<file path="src/common/amd_defines.vh">
// Constants for the addressing mode decoder: mode, group and prebyte codes.
// Assumes the opcode decoder outside supplies the X based mode and group.
// Behaviour
// - Inherent instruction is one byte, no operands.
// - Immediate: opcode plus one operand value byte.
// - Short direct: one address byte, range 00-FF.
// - Long direct: two address bytes, full space.
// - Indexed address is unsigned index plus offset.
// - No-offset indexed: no byte, address equals index.
// - Short indexed: one offset byte, reaches 1FE.
// - Long indexed: two offset bytes, full space.
// - Short indirect: pointer address, byte pointer read.
// - Long indirect: pointer address, word pointer read.
// - Indirect indexed: index plus pointer from memory.
// - Indirect indexed: byte or word pointer, one byte.
// - Relative: PC plus signed 8-bit offset.
// - Relative direct: offset follows the opcode.
// - Relative indirect: offset read from given address.
// - Relative modes only for branches and relative call.
// - Thirteen groups, sixty-three instructions recognised.
// - Load, compare, logic, arithmetic accept long forms.
// - Other memory groups except stack accept short forms only.
// - Mask set gives level 3, clear level 0.
// - One-byte trap, wait and halt requests.
// - Prebytes select second index or indirect forms.
// - Short direct and indirect forms page zero; memory-to-memory short only.
`ifndef AMD_DEFINES_VH
`define AMD_DEFINES_VH

// Addressing modes, in their X based, unprefixed meaning.
`define AMD_M_INH    4'h0
`define AMD_M_IMM    4'h1
`define AMD_M_DIR_S  4'h2
`define AMD_M_DIR_L  4'h3
`define AMD_M_IDX0   4'h4
`define AMD_M_IDX_S  4'h5
`define AMD_M_IDX_L  4'h6
`define AMD_M_IND_S  4'h7
`define AMD_M_IND_L  4'h8
`define AMD_M_INDX_S 4'h9
`define AMD_M_INDX_L 4'hA
`define AMD_M_REL_D  4'hB
`define AMD_M_REL_I  4'hC

// Instruction groups.
`define AMD_G_LOAD   4'h0
`define AMD_G_STACK  4'h1
`define AMD_G_INCDEC 4'h2
`define AMD_G_CMP    4'h3
`define AMD_G_LOGIC  4'h4
`define AMD_G_BIT    4'h5
`define AMD_G_BTJ    4'h6
`define AMD_G_ARITH  4'h7
`define AMD_G_SHIFT  4'h8
`define AMD_G_JUMP   4'h9
`define AMD_G_CBR    4'hA
`define AMD_G_IRQ    4'hB
`define AMD_G_FLAG   4'hC
`define AMD_GROUPS   4'hD
`define AMD_INSTRS   8'h3F

// Prebyte codes.
`define AMD_PRE_NONE 8'h00
`define AMD_PRE_Y    8'h90
`define AMD_PRE_IY   8'h91
`define AMD_PRE_IND  8'h92

// Inherent operations with side effects.
`define AMD_I_NONE   3'h0
`define AMD_I_TRAP   3'h1
`define AMD_I_WAIT_FOR_IRQ_OP 3'h2
`define AMD_I_HALT   3'h3
`define AMD_I_MSET   3'h4
`define AMD_I_MCLR   3'h5

// Interrupt mask levels and page zero high byte.
`define AMD_MASK_L3  2'h3
`define AMD_MASK_L0  2'h0
`define AMD_PAGE0    8'h00

`endif

</file>
<file path="src/rtl/amd_addr_adder.v">
// Address adder: a 16-bit base plus an 8-bit value.
// Assumes the caller registers the result; purely combinational.
`timescale 1ns/1ps
module amd_addr_adder (
    base,
    delta,
    signed_add,
    sum
);
    input  wire [15:0] base;
    input  wire [7:0]  delta;
    input  wire        signed_add;
    output wire [15:0] sum;

    wire [15:0] ext;

    // Index values are zero-extended; relative offsets are sign-extended.
    assign ext = signed_add ? {{8{delta[7]}}, delta} : {8'h00, delta};
    // Wraps at 64 Kbyte, which is the whole space anyway.
    assign sum = base + ext;
endmodule

</file>
<file path="src/rtl/amd_decoder.v">
// Addressing mode decoder: operand fetch and effective address forming.
// Assumes one memory port on clk_sys answering each read with mem_ack,
// and an opcode decoder that presents mode, group and prebyte at start.
// All inputs come from logic on clk_sys, so none of them is synchronised.
`timescale 1ns/1ps
`include "amd_defines.vh"
module amd_decoder (
    clk_sys,
    rstn,
    start,
    opc_pc,
    prebyte,
    base_mode,
    group,
    rmw_op,
    inh_op,
    idx_x,
    idx_y,
    mem_rdata,
    mem_ack,
    mem_rd_reg,
    mem_addr_reg,
    busy_reg,
    done_reg,
    illegal_reg,
    len_reg,
    next_pc_reg,
    ea_reg,
    imm_reg,
    target_reg,
    irq_mask_reg,
    swi_reg,
    wait_for_irq_op_reg,
    halt_reg
);
    input  wire        clk_sys;
    input  wire        rstn;
    input  wire        start;
    input  wire [15:0] opc_pc;
    input  wire [7:0]  prebyte;
    input  wire [3:0]  base_mode;
    input  wire [3:0]  group;
    input  wire        rmw_op;
    input  wire [2:0]  inh_op;
    input  wire [7:0]  idx_x;
    input  wire [7:0]  idx_y;
    input  wire [7:0]  mem_rdata;
    input  wire        mem_ack;
    output reg         mem_rd_reg;
    output reg  [15:0] mem_addr_reg;
    output reg         busy_reg;
    output reg         done_reg;
    output reg         illegal_reg;
    output reg  [1:0]  len_reg;
    output reg  [15:0] next_pc_reg;
    output reg  [15:0] ea_reg;
    output reg  [7:0]  imm_reg;
    output reg  [15:0] target_reg;
    output reg  [1:0]  irq_mask_reg;
    output reg         swi_reg;
    output reg         wait_for_irq_op_reg;
    output reg         halt_reg;

    // Sequencer states. Calculation is the default branch of the case, so a
    // corrupted state code falls into it and returns to idle within a cycle.
    localparam ST_IDLE = 2'h0;
    localparam ST_OPND = 2'h1;
    localparam ST_PTR  = 2'h2;
    localparam ST_CALC = 2'h3;

    // Instruction context, captured at start and held until done, so the
    // opcode decoder is free to present the next instruction early.
    reg  [1:0]  state_reg;
    reg  [1:0]  cnt_reg;
    reg  [3:0]  mode_reg;
    reg  [2:0]  inh_reg;
    reg  [7:0]  idx_reg;
    reg  [15:0] val_reg;

    // Combinational decode of the presented instruction, valid with start.
    reg  [3:0]  eff_mode;
    reg         pre_bad;
    reg         grp_bad;
    reg  [1:0]  n_opnd;
    reg         is_long;

    // Decode of the captured mode, used while operands arrive and at the end.
    wire        is_rel;
    wire        use_idx;
    wire        need_ptr;
    wire        ptr_word;

    // Shared adder operands: one adder serves indexed and relative forms.
    wire [15:0] add_base;
    wire [7:0]  add_delta;
    wire [15:0] add_sum;

    // The indirect prebytes rewrite the X based mode to its indirect counterpart.
    always @* begin
        eff_mode = base_mode;
        pre_bad  = 1'b0;
        case (prebyte)
            `AMD_PRE_NONE: pre_bad = 1'b0;
            `AMD_PRE_Y: begin
                if (base_mode > `AMD_M_IDX_L)
                    pre_bad = 1'b1;
            end
            `AMD_PRE_IND, `AMD_PRE_IY: begin
                case (base_mode)
                    `AMD_M_DIR_S: eff_mode = `AMD_M_IND_S;
                    `AMD_M_DIR_L: eff_mode = `AMD_M_IND_L;
                    `AMD_M_IDX_S: eff_mode = `AMD_M_INDX_S;
                    `AMD_M_IDX_L: eff_mode = `AMD_M_INDX_L;
                    `AMD_M_REL_D: eff_mode = `AMD_M_REL_I;
                    default:      pre_bad = 1'b1;
                endcase
                // The Y indirect prebyte only exists for indexed forms.
                if (prebyte == `AMD_PRE_IY && base_mode != `AMD_M_IDX_S
                    && base_mode != `AMD_M_IDX_L)
                    pre_bad = 1'b1;
            end
            // Any other value is not a prebyte; refusing it keeps a stray
            // opcode byte from being decoded as an extension.
            default: pre_bad = 1'b1;
        endcase
    end

    // Bytes after the opcode for each mode.
    always @* begin
        case (eff_mode)
            `AMD_M_INH:    n_opnd = 2'd0;
            `AMD_M_IMM:    n_opnd = 2'd1;
            `AMD_M_DIR_S:  n_opnd = 2'd1;
            `AMD_M_DIR_L:  n_opnd = 2'd2;
            `AMD_M_IDX0:   n_opnd = 2'd0;
            `AMD_M_IDX_S:  n_opnd = 2'd1;
            `AMD_M_IDX_L:  n_opnd = 2'd2;
            `AMD_M_REL_D:  n_opnd = 2'd1;
            // Every pointer form carries only its pointer address here; the
            // pointer itself is read from page zero afterwards.
            default:       n_opnd = 2'd1;
        endcase
    end

    // Which group may use which mode; unknown groups are refused.
    always @* begin
        is_long = (eff_mode == `AMD_M_DIR_L) || (eff_mode == `AMD_M_IDX_L) ||
                  (eff_mode == `AMD_M_IND_L) || (eff_mode == `AMD_M_INDX_L);
        grp_bad = 1'b0;
        if (group >= `AMD_GROUPS)
            grp_bad = 1'b1;
        if ((eff_mode == `AMD_M_REL_D || eff_mode == `AMD_M_REL_I) &&
            group != `AMD_G_CBR && group != `AMD_G_JUMP)
            grp_bad = 1'b1;
        if (is_long && (rmw_op || group == `AMD_G_INCDEC || group == `AMD_G_BIT ||
            group == `AMD_G_BTJ || group == `AMD_G_SHIFT || group == `AMD_G_JUMP))
            grp_bad = 1'b1;
        if (eff_mode == `AMD_M_IMM && group != `AMD_G_LOAD && group != `AMD_G_CMP &&
            group != `AMD_G_LOGIC && group != `AMD_G_ARITH)
            grp_bad = 1'b1;
        // Codes above the last mode are spare and refused outright.
        if (eff_mode > `AMD_M_REL_I)
            grp_bad = 1'b1;
    end

    assign is_rel   = (mode_reg == `AMD_M_REL_D) || (mode_reg == `AMD_M_REL_I);
    assign use_idx  = (mode_reg == `AMD_M_IDX0) || (mode_reg == `AMD_M_IDX_S) ||
                      (mode_reg == `AMD_M_IDX_L) || (mode_reg == `AMD_M_INDX_S) ||
                      (mode_reg == `AMD_M_INDX_L);
    assign need_ptr = (mode_reg == `AMD_M_IND_S) || (mode_reg == `AMD_M_IND_L) ||
                      (mode_reg == `AMD_M_INDX_S) || (mode_reg == `AMD_M_INDX_L) ||
                      (mode_reg == `AMD_M_REL_I);
    assign ptr_word = (mode_reg == `AMD_M_IND_L) || (mode_reg == `AMD_M_INDX_L);

    // Relative forms add to the PC past the instruction, others to the value.
    assign add_base  = is_rel ? next_pc_reg : val_reg;
    assign add_delta = is_rel ? val_reg[7:0] : (use_idx ? idx_reg : 8'h00);

    amd_addr_adder u_add (
        .base       (add_base),
        .delta      (add_delta),
        .signed_add (is_rel),
        .sum        (add_sum)
    );

    // Sequencer: operand bytes, optional pointer, then one result cycle.
    always @(posedge clk_sys or negedge rstn) begin
        if (!rstn) begin
            state_reg    <= ST_IDLE;
            cnt_reg      <= 2'd0;
            mode_reg     <= `AMD_M_INH;
            inh_reg      <= `AMD_I_NONE;
            idx_reg      <= 8'h00;
            val_reg      <= 16'h0000;
            mem_rd_reg   <= 1'b0;
            mem_addr_reg <= 16'h0000;
            busy_reg     <= 1'b0;
            done_reg     <= 1'b0;
            illegal_reg  <= 1'b0;
            len_reg      <= 2'd0;
            next_pc_reg  <= 16'h0000;
            ea_reg       <= 16'h0000;
            imm_reg      <= 8'h00;
            target_reg   <= 16'h0000;
            // Interrupts come out of reset masked at the highest level.
            irq_mask_reg <= `AMD_MASK_L3;
            swi_reg      <= 1'b0;
            wait_for_irq_op_reg <= 1'b0;
            halt_reg     <= 1'b0;
        end else begin
            done_reg <= 1'b0;
            swi_reg  <= 1'b0;
            wait_for_irq_op_reg <= 1'b0;
            halt_reg <= 1'b0;
            case (state_reg)
                ST_IDLE: begin
                    if (start) begin
                        busy_reg    <= 1'b1;
                        mode_reg    <= eff_mode;
                        inh_reg     <= inh_op;
                        illegal_reg <= pre_bad | grp_bad;
                        // Second index register under either Y prebyte.
                        idx_reg     <= (prebyte == `AMD_PRE_Y || prebyte == `AMD_PRE_IY) ?
                                       idx_y : idx_x;
                        val_reg     <= 16'h0000;
                        // Length counts the opcode but never the prebyte.
                        len_reg     <= n_opnd + 2'd1;
                        next_pc_reg <= opc_pc + {14'h0000, n_opnd} + 16'h0001;
                        cnt_reg     <= n_opnd;
                        // A refused instruction skips every read, so an illegal
                        // combination never disturbs memory.
                        if (pre_bad || grp_bad || n_opnd == 2'd0) begin
                            state_reg <= ST_CALC;
                        end else begin
                            mem_addr_reg <= opc_pc + 16'h0001;
                            mem_rd_reg   <= 1'b1;
                            state_reg    <= ST_OPND;
                        end
                    end
                end
                ST_OPND: begin
                    if (mem_ack) begin
                        // Bytes shift in from the low end, so the first one
                        // fetched ends up as the high byte of a word.
                        val_reg      <= {val_reg[7:0], mem_rdata};
                        cnt_reg      <= cnt_reg - 2'd1;
                        mem_addr_reg <= mem_addr_reg + 16'h0001;
                        if (cnt_reg == 2'd1) begin
                            if (need_ptr) begin
                                // Pointers always live in page zero.
                                mem_addr_reg <= {`AMD_PAGE0, mem_rdata};
                                cnt_reg      <= ptr_word ? 2'd2 : 2'd1;
                                val_reg      <= 16'h0000;
                                state_reg    <= ST_PTR;
                            end else begin
                                mem_rd_reg <= 1'b0;
                                state_reg  <= ST_CALC;
                            end
                        end
                    end
                end
                // The request stays up between the last operand byte and the
                // first pointer byte; only its address moves.
                ST_PTR: begin
                    if (mem_ack) begin
                        val_reg      <= {val_reg[7:0], mem_rdata};
                        cnt_reg      <= cnt_reg - 2'd1;
                        mem_addr_reg <= mem_addr_reg + 16'h0001;
                        if (cnt_reg == 2'd1) begin
                            mem_rd_reg <= 1'b0;
                            state_reg  <= ST_CALC;
                        end
                    end
                end
                default: begin
                    // A refused instruction still reports, but has no side effect.
                    state_reg  <= ST_IDLE;
                    busy_reg   <= 1'b0;
                    done_reg   <= 1'b1;
                    imm_reg    <= val_reg[7:0];
                    target_reg <= is_rel ? add_sum : next_pc_reg;
                    if (mode_reg == `AMD_M_DIR_S || mode_reg == `AMD_M_IND_S)
                        ea_reg <= {`AMD_PAGE0, val_reg[7:0]};
                    else if (use_idx)
                        ea_reg <= add_sum;
                    else
                        ea_reg <= val_reg;
                    // Side effects only for legal inherent forms; the mask keeps
                    // its level for every other instruction.
                    if (!illegal_reg && mode_reg == `AMD_M_INH) begin
                        case (inh_reg)
                            `AMD_I_TRAP: swi_reg  <= 1'b1;
                            `AMD_I_WAIT_FOR_IRQ_OP: wait_for_irq_op_reg <= 1'b1;
                            `AMD_I_HALT: halt_reg <= 1'b1;
                            `AMD_I_MSET: irq_mask_reg <= `AMD_MASK_L3;
                            `AMD_I_MCLR: irq_mask_reg <= `AMD_MASK_L0;
                            default:     irq_mask_reg <= irq_mask_reg;
                        endcase
                    end
                end
            endcase
        end
    end
endmodule

</file>
<file path="config.mk">
export PLATFORM = sky130hd
export DESIGN_NAME = amd_decoder
export DESIGN_NICKNAME = d
export VERILOG_FILES = /design/src/rtl/amd_addr_adder.v /design/src/rtl/amd_decoder.v
export VERILOG_INCLUDE_DIRS = /design/src /design/src/common
export SDC_FILE = /design/constraint.sdc
export NUM_CORES = 1
export LEC_CHECK = 0
export BUFFER_PORTS_ARGS = -buffer_cell sky130_fd_sc_hd__buf_2
export CAP_MARGIN = 20
export CORE_ASPECT_RATIO = 1.25
export CORE_MARGIN = 8
export CORE_UTILIZATION = 55
export DETAILED_ROUTE_END_ITERATION = 7
export HOLD_SLACK_MARGIN = 0.08
export PLACE_DENSITY_LB_ADDON = 0.3
export SLEW_MARGIN = 20
export SYNTH_ARGS = -nofsm -noshare
export SYNTH_HDL_FRONTEND = slang
export SYNTH_HIERARCHICAL = 1
export SYNTH_SLANG_ARGS = --single-unit
</file>
<file path="constraint.sdc">
create_clock -name clk_sys -period 8.8 [get_ports clk_sys]
set_input_delay 0.88 -clock clk_sys [delete_from_list [all_inputs] [get_ports clk_sys]]
set_output_delay 0.88 -clock clk_sys [all_outputs]
set_load 0.1 [all_outputs]
</file>
==> summary.txt <==
Status
  • Outcome: finished, final reports clean

Layout
  • Share of layout cells above drive strength 1: 21.91%
  • Fillers: 1140
  • Syn-to-layout area delta: 19.91%
  • Commonest non-fill, non-tap cell in the layout: nand2_1
  • Multi-input logic area: 4068 sq um
  • Commonest non-fill, non-tap cells in the layout: nand2_1, buf_2, dfrtp_1
  • Storage cell area: 2929 sq um
  • Net count, final: 1079
  • Post-Route Utilization: 66.76%
  • Diodes inserted: 0

Worst setup path
  • Worst EP required: 9.04 ns
  • Crit path from: prebyte[3]
  • Critical Path End: mem_addr_reg[8]
  • Type of origin of the critical path: input pin
  • R2R Path Start: mode_reg[0]
  • Crit Path Category: in2reg
  • Reg-to-reg slack, setup: 4.58 ns
  • Reg2reg path depth: 16
  • Critical Path AT: 4.58 ns
  • End of the worst register-to-register path: ea_reg[13]
  • Crit path max fanout: 32
  • Crit. End Element: flip-flop

Flow run
  • Maxcap violations: 0

Clock network
  • CTS tree: done
  • Number of setup buffers added after CTS: 0
  • TritonCTS Sinks: 117
  • CTS Hold Buffers Added: 0
  • Post_cts resized: 0
  • H-tree depth: 4
  • Clock Tree Root: clkbuf_16
  • Total CTS buffers: 17
  • Clk Latency, worst-skew pair: 0.41 ns
  • Clock slew seen by the registers of the worst setup and hold paths: 0.05 ns
  • Max clock buf depth: 2

Hold path
  • Hold WC Path Type: in2async

Die
  • Cell row count: 47
  • Total core area: 13110 sq um
  • Io pins: 147
  • Die area: 17240 sq um
  • Die Y: 144.8 microns
  • Starting Density: 55.67%
  • Die width: 119.1 microns

STA
  • Measured slew at the worst slew-check pin: 1.092 ns
  • Clock Skews: 0.006907 ns
  • Highest Clock Rate: 230.1 MHz
  • Hold violation total from the final report: 0
  • Final worst-path cycle share: 49.38%
  • Final setup TNS: 0 ns
  • Unrepaired setup endpoints after global routing: false
  • Final setup fails: 0
  • Pins Over Slew Limit: 0
  • Max_slew headroom: 27.22%
  • Period minus WS final: 4.346 ns

Global route
  • Pin count of the biggest net entering global routing: 81
  • Vias in the first global route: 6493
  • First-pass GRT wire length: 32340 microns
  • Remaining global-route overflow: 0
  • Initial antenna violation count: 0
  • GRT Util Overall: 23.03%

Synth
  • Mean area per synthesized cell: 8.392 sq um
  • Seq cells post-synth: 117
  • Post-synth EDFFs: 0
  • Ys flop type: dfrtp_1
  • Post-Syn Area: 7301 sq um
  • Async S/R FF share, synth: 100.0%
  • Syn. warnings: 6
  • Syn nets: 958
  • Synth cell types: 75
  • Mapped Cells: 870
  • Seq/Total Area, Yosys: 40.12%

Routing
  • Antenna Nets Post-Route: 0
  • DR pass1 iterations: 5
  • Drt initial violations: 401
  • Drt wl/cell: 16.79 microns
  • Routed vias: 6710
  • Final wirelength: 19730 microns
  • Drt via density: 5.711
  • DRC Markers: 0

Placed design
  • GPL Wtd Cong: 0.9276
  • DPL Wire Length: 14400 microns
  • Number of port buffers: 146
==> logic make-up after synthesis <==
group,after synthesis,share of synthesized area [%]
xor+xnor,47,5.638
flops,117,40.12
fa+ha+maj,25,4.456
simple gates,361,22.02
compound gates,197,17.19
mux,43,6.170
buf+inv,80,4.404
==> layout make-up <==
cell class / instances / share of cell area, %
clock buffers: 22 / 5.417
clock inverters: 10 / 2.001
inverters: 30 / 1.286
multi-input cells: 673 / 46.46
flip-flops and latches: 117 / 33.46
well taps: 171 / 2.444
repair buffers: 152 / 8.932
==> worst min path at each step <==
stage | slack, ns | cells after the start | end | start
after CTS | 0.44 | 1 | ea_reg[1] | rstn
after floorplan | 0.43 | 1 | swi_reg | inh_reg[1]
after global routing | 0.47 | 1 | ea_reg[1] | rstn
final | 0.44 | 1 | ea_reg[1] | rstn
after global placement | 0.46 | 1 | swi_reg | inh_reg[1]
after detailed placement | 0.46 | 1 | swi_reg | inh_reg[1]
==> per-layer routing <==
layer	vias to the layer above	part of all wire, %	wire (microns)	track usage [%]
met3	19	6.0	1178	4.542
met2	217	50	9948	39.67
met4	0	1.1	213	6.871
met1	3199	43	8391	28.64
li1	3275	-	-	-
met5	-	0	0	0
==> worst max-delay path, cell delays in order <==
cell,delay [ns]
buf_2,0.09
or4_4,0.56
nor3_4,0.30
nand3_1,0.13
mux2i_1,0.36
ha_1,0.26
nand2_1,0.07
a21oi_1,0.39
inv_1,0.09
ha_1,0.20
or3_1,0.37
a41oi_1,0.21
a21oi_2,0.30
o21ai_0,0.24
o21ai_0,0.11
==> synthesized netlist by cell type (all sizes together), types with 4 or more instances <==
master	n	area [sq um]
or4	5	41.29
o31ai	7	52.55
nor3b	5	37.54
clkbuf	45	181.4
a222oi	7	70.07
and3	13	81.33
nand4	4	25.02
o21ai	83	419.2
ha	22	275.3
nor3	11	66.32
nand2b	4	25.02
a21oi	19	102.6
xnor2	27	236.5
nor2b	7	43.79
nor2	77	289.0
or3	6	42.54
xor2	20	175.2
o22ai	9	56.30
a22o	8	70.07
nand2	195	734.5
dfrtp	116	2903
inv	29	108.9
mux2i	27	270.3
mux2	16	180.2
nand3	17	85.08
a31oi	31	193.9
a32oi	5	43.79
a21o	5	38.79
buf	5	27.52
==> stage by stage <==
step | instance area, sq um | instances | hold WS [ns] | setup slack [ns]
floorplan | 7301 | 870 | 0.4341 | 4.731
global placement | 8094 | 1143 | 0.4632 | 4.237
detailed placement | 8094 | 1143 | 0.4636 | 4.106
CTS | 8743 | 1175 | 0.4406 | 4.482
global route | 8755 | 1175 | 0.4691 | 4.119
finish | 8755 | 1175 | 0.4369 | 4.454
Power is left out: the tool's default activity adds up to more than one toggle a clock period on the data nets, which glitch-free logic cannot reach.
